`src/hw/tac_defines.svh`:
```
// constants for the two-wire address, clock-rate and time-out block
`ifndef TAC_DEFINES_SVH
`define TAC_DEFINES_SVH
`define TAC_IDX_RATE 8'hbe
`define TAC_IDX_TOC 8'hbf
`define TAC_IDX_ADDR 8'hc1
`define TAC_OFF_RATE 12'h2f8
`define TAC_OFF_TOC 12'h2fc
`define TAC_OFF_ADDR 12'h304
`define TAC_OFF_STAT 12'h308
`define TAC_OFF_IMASK 12'h30c
`define TAC_OFF_CODE 12'h310
`define TAC_RST_RATE 8'h09
`define TAC_RST_TOC 3'h1
`define TAC_RST_ADDR 8'h00
`define TAC_TOC_EN 2
`define TAC_TOC_DIV 1
`define TAC_TOC_FLAG 0
`define TAC_ADDR_GC 0
`define TAC_CODE_IDLE 5'h1f
`define TAC_CODE_OWN_WR 5'h0c
`define TAC_CODE_OWN_RD 5'h15
`define TAC_CODE_GCALL 5'h0e
`define TAC_CODE_TIMEOUT 5'h00
`define TAC_TO_DIV4 2'h3
`define TAC_TO_LAST 14'h3fff
`define TAC_IRQ_EVENT 0
`define TAC_IRQ_TIMEOUT 1
`endif

```
`src/hw/tac_pkg.sv`:
```
// types shared by the two-wire configuration block
package tac_pkg;
  typedef logic [7:0] tac_byte_t;
  typedef logic [4:0] tac_code_t;
  typedef enum logic [1:0] {
    TAC_SL_IDLE = 2'b00,
    TAC_SL_WAIT = 2'b01,
    TAC_SL_ADDRESSED = 2'b10
  } tac_slave_e;
endpackage

```
`src/hw/tac_rate_gen.sv`:
```
// master serial clock enable generator
`timescale 1ns/1ps
module tac_rate_gen
  import tac_pkg::*;
(
  input wire logic clk_sys,
  input wire logic nrst,
  input wire logic run,
  input wire tac_pkg::tac_byte_t divisor,
  output logic scl_tick
);
  import tac_pkg::*;
  logic [9:0] cnt_reg;
  wire [9:0] limit = {divisor, 2'b11};
  wire at_end = (cnt_reg >= limit);
  always_ff @(posedge clk_sys or negedge nrst)
  begin
    if (!nrst)
    begin
      cnt_reg <= 10'h000;
      scl_tick <= 1'b0;
    end
    else
    begin
      cnt_reg <= (!run || at_end) ? 10'h000 : cnt_reg + 10'h001;
      scl_tick <= run && at_end;
    end
  end
endmodule // tac_rate_gen

```
`src/hw/tac_timeout.sv`:
```
// 14-bit bus time-out counter with prescaler
`timescale 1ns/1ps
`include "tac_defines.svh"
module tac_timeout
  import tac_pkg::*;
(
  input wire logic clk_sys,
  input wire logic nrst,
  input wire logic enable,
  input wire logic div4,
  input wire logic restart,
  output logic overflow
);
  import tac_pkg::*;
  logic [1:0] pre_reg;
  logic [13:0] cnt_reg;
  wire step = enable && (!div4 || pre_reg == `TAC_TO_DIV4);
  always_ff @(posedge clk_sys or negedge nrst)
  begin
    if (!nrst)
    begin
      pre_reg <= 2'h0;
      cnt_reg <= 14'h0000;
      overflow <= 1'b0;
    end
    else
    begin
      pre_reg <= enable ? pre_reg + 2'h1 : 2'h0;
      if (!enable || restart)
        cnt_reg <= 14'h0000;
      else if (step)
        cnt_reg <= cnt_reg + 14'h0001;
      overflow <= step && !restart && (cnt_reg == `TAC_TO_LAST);
    end
  end
endmodule // tac_timeout

```
`src/hw/tac_config.sv`:
```
// two-wire controller address match, rate divider and time-out, APB slave
// Behaviour
// - slave compares upper seven bits of first byte against own address
// - own-address match acknowledged and addressed only with acknowledge enable set
// - own address ignored while operating as master
// - general call ignored when disabled; recognised only with acknowledge enable
// - general call enable has no effect in master mode
// - master clock is system clock over four times (divisor plus one)
// - divisor ignored in slave mode; slave follows master rate
// - time-out counter runs only while its enable bit is set
// - time-out counter ticks every clock, or every fourth with divide select
// - counter overflow sets sticky time-out flag until software clears it
// - meaningful states load status code, set event flag and request interrupt when the status bit is unmasked
`timescale 1ns/1ps
`include "tac_defines.svh"
module tac_config
  import tac_pkg::*;
(
  input wire logic clk_sys,
  input wire logic nrst,
  input wire logic psel,
  input wire logic penable,
  input wire logic pwrite,
  input wire logic [11:0] paddr,
  input wire logic [31:0] pwdata,
  output logic pready,
  output logic [31:0] prdata,
  output logic pslverr,
  input wire logic master_mode,
  input wire logic acknowledge_enable,
  input wire logic start_seen,
  input wire logic byte_done,
  input wire tac_pkg::tac_byte_t rx_byte,
  input wire logic bus_activity,
  output logic addr_ack,
  output logic slave_addressed,
  output logic gcall_addressed,
  output logic scl_tick,
  output logic [4:0] bus_state_code,
  output logic serial_event,
  output logic timeout_overflow_flag,
  output logic irq
);
  import tac_pkg::*;
  tac_byte_t bit_rate_divisor_reg;
  logic [2:0] timeout_control_reg;
  tac_byte_t own_slave_address_reg;
  logic [1:0] stat_reg;
  logic [1:0] mask_reg;
  tac_slave_e sl_reg;
  tac_slave_e sl_next;
  wire setup = psel && !penable;
  wire acc = psel && penable;
  wire acc_wr = acc && pwrite;
  wire hit_rate = paddr == `TAC_OFF_RATE;
  wire hit_toc = paddr == `TAC_OFF_TOC;
  wire hit_addr = paddr == `TAC_OFF_ADDR;
  wire hit_stat = paddr == `TAC_OFF_STAT;
  wire hit_mask = paddr == `TAC_OFF_IMASK;
  wire hit_code = paddr == `TAC_OFF_CODE;
  wire hit_any = hit_rate || hit_toc || hit_addr || hit_stat || hit_mask || hit_code;
  wire timeout_counter_enable = timeout_control_reg[`TAC_TOC_EN];
  wire general_call_enable = own_slave_address_reg[`TAC_ADDR_GC];
  wire to_ovf;
  // slave address decode, masked off entirely in master mode
  wire first_byte = (sl_reg == TAC_SL_WAIT) && byte_done && !master_mode;
  wire own_match = first_byte && (rx_byte[7:1] == own_slave_address_reg[7:1]);
  wire gc_match = first_byte && (rx_byte == 8'h00) && general_call_enable;
  wire own_take = own_match && acknowledge_enable;
  wire gc_take = gc_match && acknowledge_enable;
  wire take_any = own_take || gc_take;
  wire tac_code_t code_next = gc_take ? `TAC_CODE_GCALL :
    (rx_byte[0] ? `TAC_CODE_OWN_RD : `TAC_CODE_OWN_WR);
  wire clr_wr = acc_wr && hit_stat;
  wire to_clr = acc_wr && hit_toc && !pwdata[`TAC_TOC_FLAG];
  wire [31:0] rd_mux =
    hit_rate ? {24'h000000, bit_rate_divisor_reg} :
    hit_toc ? {29'h00000000, timeout_control_reg} :
    hit_addr ? {24'h000000, own_slave_address_reg} :
    hit_stat ? {30'h00000000, stat_reg} :
    hit_mask ? {30'h00000000, mask_reg} :
    hit_code ? {24'h000000, bus_state_code, 3'h0} : 32'h00000000;

  always_comb
  begin
    sl_next = sl_reg;
    case (sl_reg)
      TAC_SL_IDLE: if (start_seen && !master_mode) sl_next = TAC_SL_WAIT;
      TAC_SL_WAIT:
        if (master_mode) sl_next = TAC_SL_IDLE;
        else if (byte_done) sl_next = take_any ? TAC_SL_ADDRESSED : TAC_SL_IDLE;
      TAC_SL_ADDRESSED:
        if (master_mode) sl_next = TAC_SL_IDLE;
        else if (start_seen) sl_next = TAC_SL_WAIT;
      default: sl_next = TAC_SL_IDLE;
    endcase
  end

  tac_rate_gen u_rate
  (
    .clk_sys(clk_sys),
    .nrst(nrst),
    .run(master_mode),
    .divisor(bit_rate_divisor_reg),
    .scl_tick(scl_tick)
  );

  tac_timeout u_to
  (
    .clk_sys(clk_sys),
    .nrst(nrst),
    .enable(timeout_counter_enable),
    .div4(timeout_control_reg[`TAC_TOC_DIV]),
    .restart(bus_activity),
    .overflow(to_ovf)
  );

  always_ff @(posedge clk_sys or negedge nrst)
  begin
    if (!nrst)
    begin
      bit_rate_divisor_reg <= `TAC_RST_RATE;
      own_slave_address_reg <= `TAC_RST_ADDR;
      mask_reg <= 2'h0;
      pready <= 1'b0;
      pslverr <= 1'b0;
      prdata <= 32'h00000000;
    end
    else
    begin
      pready <= setup;
      pslverr <= setup && !((paddr[1:0] == 2'h0) && hit_any);
      prdata <= (setup && !pwrite) ? rd_mux : 32'h00000000;
      if (acc_wr && hit_rate)
        bit_rate_divisor_reg <= pwdata[7:0];
      if (acc_wr && hit_addr)
        own_slave_address_reg <= pwdata[7:0];
      if (acc_wr && hit_mask)
        mask_reg <= pwdata[1:0];
    end
  end

  always_ff @(posedge clk_sys or negedge nrst)
  begin
    if (!nrst)
      timeout_control_reg <= `TAC_RST_TOC;
    else
    begin
      if (acc_wr && hit_toc)
        timeout_control_reg[2:1] <= pwdata[2:1];
      if (to_ovf)
        timeout_control_reg[`TAC_TOC_FLAG] <= 1'b1;
      else if (to_clr)
        timeout_control_reg[`TAC_TOC_FLAG] <= 1'b0;
    end
  end

  always_ff @(posedge clk_sys or negedge nrst)
  begin
    if (!nrst)
    begin
      sl_reg <= TAC_SL_IDLE;
      addr_ack <= 1'b0;
      slave_addressed <= 1'b0;
      gcall_addressed <= 1'b0;
      bus_state_code <= `TAC_CODE_IDLE;
      stat_reg <= 2'h0;
      serial_event <= 1'b0;
      timeout_overflow_flag <= 1'b0;
      irq <= 1'b0;
    end
    else
    begin
      sl_reg <= sl_next;
      addr_ack <= take_any;
      slave_addressed <= (sl_next == TAC_SL_ADDRESSED);
      if (take_any)
        gcall_addressed <= gc_take;
      if (take_any)
        bus_state_code <= code_next;
      else if (to_ovf)
        bus_state_code <= `TAC_CODE_TIMEOUT;
      serial_event <= take_any || to_ovf;
      // set wins over a write-one clear
      stat_reg[`TAC_IRQ_EVENT] <= take_any ||
        (stat_reg[`TAC_IRQ_EVENT] && !(clr_wr && pwdata[`TAC_IRQ_EVENT]));
      stat_reg[`TAC_IRQ_TIMEOUT] <= to_ovf ||
        (stat_reg[`TAC_IRQ_TIMEOUT] && !(clr_wr && pwdata[`TAC_IRQ_TIMEOUT]));
      timeout_overflow_flag <= timeout_control_reg[`TAC_TOC_FLAG];
      irq <= |(stat_reg & mask_reg);
    end
  end

  // cycles since the last tick; armed from the first tick as master, cleared by a divisor write or leaving master mode
  wire rate_wr = acc_wr && hit_rate;
  logic [9:0] gap_reg;
  logic gap_armed_reg;
  always_ff @(posedge clk_sys or negedge nrst)
  begin
    if (!nrst)
    begin
      gap_reg <= 10'h000;
      gap_armed_reg <= 1'b0;
    end
    else
    begin
      gap_reg <= scl_tick ? 10'h000 : gap_reg + 10'h001;
      gap_armed_reg <= master_mode && !rate_wr && (gap_armed_reg || scl_tick);
    end
  end
endmodule // tac_config

```
`config.mk`:
```
export PLATFORM = sky130hd
export DESIGN_NAME = tac_config
export DESIGN_NICKNAME = d
export VERILOG_FILES = /design/src/hw/tac_pkg.sv /design/src/hw/tac_rate_gen.sv /design/src/hw/tac_timeout.sv /design/src/hw/tac_config.sv
export VERILOG_INCLUDE_DIRS = /design/src /design/src/hw
export SDC_FILE = /design/constraint.sdc
export NUM_CORES = 1
export LEC_CHECK = 0
export BUFFER_PORTS_ARGS = -buffer_cell sky130_fd_sc_hd__buf_2
export CORE_MARGIN = 2
export CORE_UTILIZATION = 48
export DETAILED_ROUTE_END_ITERATION = 16
export PLACE_DENSITY_LB_ADDON = 0.1
export SETUP_SLACK_MARGIN = 0.05
export SLEW_MARGIN = 20
export SYNTH_ARGS = -nofsm -noshare
export SYNTH_HDL_FRONTEND = slang
export SYNTH_HIERARCHICAL = 1
export SYNTH_SLANG_ARGS = --single-unit
```
`constraint.sdc`:
```
create_clock -name clk_sys -period 2.3 [get_ports clk_sys]
set_input_delay 0.575 -clock clk_sys [delete_from_list [all_inputs] [get_ports clk_sys]]
set_output_delay 0.575 -clock clk_sys [all_outputs]
set_load 0.1 [all_outputs]
```
==> metrics.md <==
| Metric | Value |
|---|---|
| Status | `completed` |
| Relative slew slack | `around 65%` |
| Post-synth EDFFs | `0` |
| Pwr/cell area | `603 nW/um2` |
| Share of cells above drive strength 1 | `28.5%` |
| Clk slew on worst S/H paths | `approximately 0.080 ns` |
| CTS Buf Count | `9` |
| Critical path peak fanout | `9` |
| Top cells by area, synth | `dfrtp_1 42%, buf_4 4.8%, dfstp_2 4.7%` |
| Critical Path RT | `~2.6 ns` |
| Layout Nets | `about 510` |
| Clock share of power | `36.8%` |
| Die W | `around 94 um` |
| Endpoint type of the worst setup path | `flip-flop` |
| Final Slew Violations | `0` |
| ANT cells | `0` |
| Total net switching power | `825 uW` |
| Ports | `around 110` |
| Xor/xnor share of the synthesized area | `5.15%` |
| Vias in the first global route | `2,787` |
| Hold Vio Cnt, Final | `0` |
| Final Skew | `around 0.0045 ns` |
| Fin crit share | `between 80% and 90%` |
| Flop pwr share | `about half` |
| Final setup violation count | `0` |
| FFs w/ async S/R, synth | `100%` |
| RSZ-0062 raised after global routing | `false` |
| Clk root buf | `clkbuf_8` |
| Post-route DRC | `0` |
| Post-synthesis register bit count | `73` |
| Min-delay worst type | `in -> async` |
| Global Route Usage Sum | `between 10% and 20%` |
| Row count | `32` |
| Worst IR drop on VDD | `between 0.4 and 0.5 mV` |
| CP Launch Type | `flip-flop` |
| Comb power frac | `between 10 and 15%` |
| # Max-Cap Violations | `0` |
| Drt pass-1 iters | `4` |
| Number of flip-flops in the largest register | `14` |
| Remaining global-route overflow | `0` |
| Drt total wl | `8.12 mm` |
| Antenna violations before repair | `0` |
| CTS Buffer Depth | `2` |
| Most frequent cells in the layout | `66 x dfrtp_1, 59 x buf_2, 29 x nor2_1, 24 x conb_1, 22 x nand3_1` |
| Max H-tree Level | `3` |
| First-pass GRT wire length | `about 13 mm` |
| Hold_ws | `around 0.25 ns` |
| Post-synthesis mux area share | `7.01%` |
| Critical-path cell list | `inv_1, ha_1, and3_4, a221o_1, a311o_1, nor2_1` |
| Synth cell types | `67` |
| Remaining antenna violation count | `0` |
| Syn Area/Cell | `around 11 um2` |
| Slack of the critical path | `0.305 ns` |
| Vias post-DR | `just under 3,000` |
| Mapped Cells | `364` |
| Slowest cell on the critical path | `a311o_1` |
| Yosys top cell by area | `dfrtp_1` |
| Post-synth top area share | `between 40 and 50%` |
| Leakage Power | `~0.0021 uW` |
| Area growth, synth to finish | `14.5%` |
| Placed wire-length estimate | `approximately 6 mm` |
| Largest net degree at the start of global routing | `74` |
| Sw frac | `30.6%` |
| Clock sinks | `73` |
| Yosys synthesis warning count | `6` |
| Mean routed wirelength per cell | `roughly 15 um` |
| Reg-to-Reg Start | `bit_rate_divisor_reg[6]$_DFFE_PN0P_` |
| Seq/Total Area, Yosys | `47.0%` |
| Fmax | `~500 MHz` |
| Type of the worst setup path | `reg -> reg` |
| Post-Synth Adder-Cell Area | `3.84%` |
| Tot Pwr | `~2700 uW` |
| Post-CTS Hold Buffers | `0` |
| Total die area | `8880 um2` |
| CP peak stage delay | `around 0.47 ns` |
| Port buffer count | `59` |
| Largest family of logic cells by synthesized area | `simple AND/OR/NAND/NOR gates` |
| Vert. Die Dim | `roughly 94 um` |
| CTS resizes | `0` |
| WP data arrival | `2.27 ns` |
| Drt initial violations | `86` |
| Initial Util | `about half` |
| Vias per inst | `roughly 5.4` |
| Internal power | `1870 uW` |
| Synthesized-area fraction occupied by and/or/nand/nor cells | `20.0%` |
| Post-Syn Area | `3910 um2` |
| CTS tree | `done` |
| Commonest non-fill, non-tap cell in the layout | `dfrtp_1` |
| Worst-skew pair later-pin latency | `roughly 0.35 ns` |
| Total negative setup slack | `0 ns` |
| Routability cong. | `around 0.9` |
| Slew @ Worst Pin | `approximately 0.52 ns` |
| Final min period | `approximately 2 ns` |
| Crit. Startpoint | `bit_rate_divisor_reg[6]$_DFFE_PN0P_` |
| Main synth FF type | `dfrtp_1` |
| Core Area | `~7800 um2` |
| Pre-CTS setup slack | `~0.19 ns` |
| Post-synthesis compound-gate area fraction | `9.19%` |
| Setup bufs post-CTS | `0` |
==> worst max-delay path, delay by kind of cell, from the launching register on <==
kind | cells | cell delay [ns]
adder cells (fa/ha/maj) | 1 | 0.31
AO/OA/AOI/OAI | 2 | 0.83
buffers and inverters | 1 | 0.07
AND/OR/NAND/NOR | 2 | 0.33
flip-flops | 1 | 0.39
==> kinds of logic (layout without fill, tap and decap cells) <==
family          Yosys count  after routing
flops                    73             73
other cells               1             24
buf+inv                  51            103
fa+ha+maj                12             12
simple gates            130            130
mux                      22             22
compound gates           52             52
xor+xnor                 23             23
==> cells in the mapped netlist (all sizes together), types with 3 or more instances <==
cell type  instances
nor4               6
nor2b              5
mux2i              3
dfstp              7
nand2b             5
nand2             18
o21ai             11
nor2              30
nor3b              3
xor2              15
xnor2              8
nand4              6
a31oi              4
nor3               5
buf               30
o221ai             3
mux2              19
ha                12
and3               7
a21oi             11
or3                5
and2               6
nand3             23
inv               19
dfrtp             66
==> worst paths after layout <==
| path | to | slack (ns) | cells past startpoint |
|---|---|---|---|
| worst max-delay path | u_rate/cnt_reg[6]$_DFF_PN0_ | 0.31 | 6 |
| worst min-delay path | pslverr$_DFF_PN0_ | 0.25 | 2 |
| worst max register to register | u_rate/cnt_reg[6]$_DFF_PN0_ | 0.31 | 6 |
| worst min register to register | timeout_overflow_flag$_DFF_PN0_ | 0.40 | 0 |
| max in group asynchronous | bit_rate_divisor_reg[3]$_DFFE_PN1P_ | 1.71 | 2 |
| min in group clk_sys | timeout_overflow_flag$_DFF_PN0_ | 0.40 | 0 |
==> layout make-up <==
class,instances,area (um2)
Fill cell,711,3330
Clock buffer,9,124
Multi-Input combinational cell,263,1860
Sequential cell,73,1840
Timing Repair Buffer,68,388
Clock inverter,7,71.3
Inverter,19,71.3
Tap cell,102,128
==> per-stage QoR <==
step	cell area, um2	cells	util (%)
floorplan	4000	387	-
global placement	4280	525	54.8
detailed placement	4280	525	54.8
CTS	4470	541	57.3
global route	4470	541	57.3
finish	4470	541	57.3
==> metal layers <==
metal | vias up | track usage (%) | part of all wire (%)
met1 | 1449 | 26.1 | 45
met3 | 16 | 4.17 | 4.2
met2 | 72 | 31.1 | 49
met4 | 0 | 7.61 | 1.7
met5 | - | 0 | 0
li1 | 1384 | - | -
==> power groups by stage <==
stage               logic, uW  registers (uW)  clock network [uW]
CTS                       388            1320                1030
global route              412            1320                1070
floorplan                 288            1370                   0
finish                    385            1320                 993
global placement          385            1340                   0
detailed placement        387            1340                   0
Power figures use the tool's default switching activity.
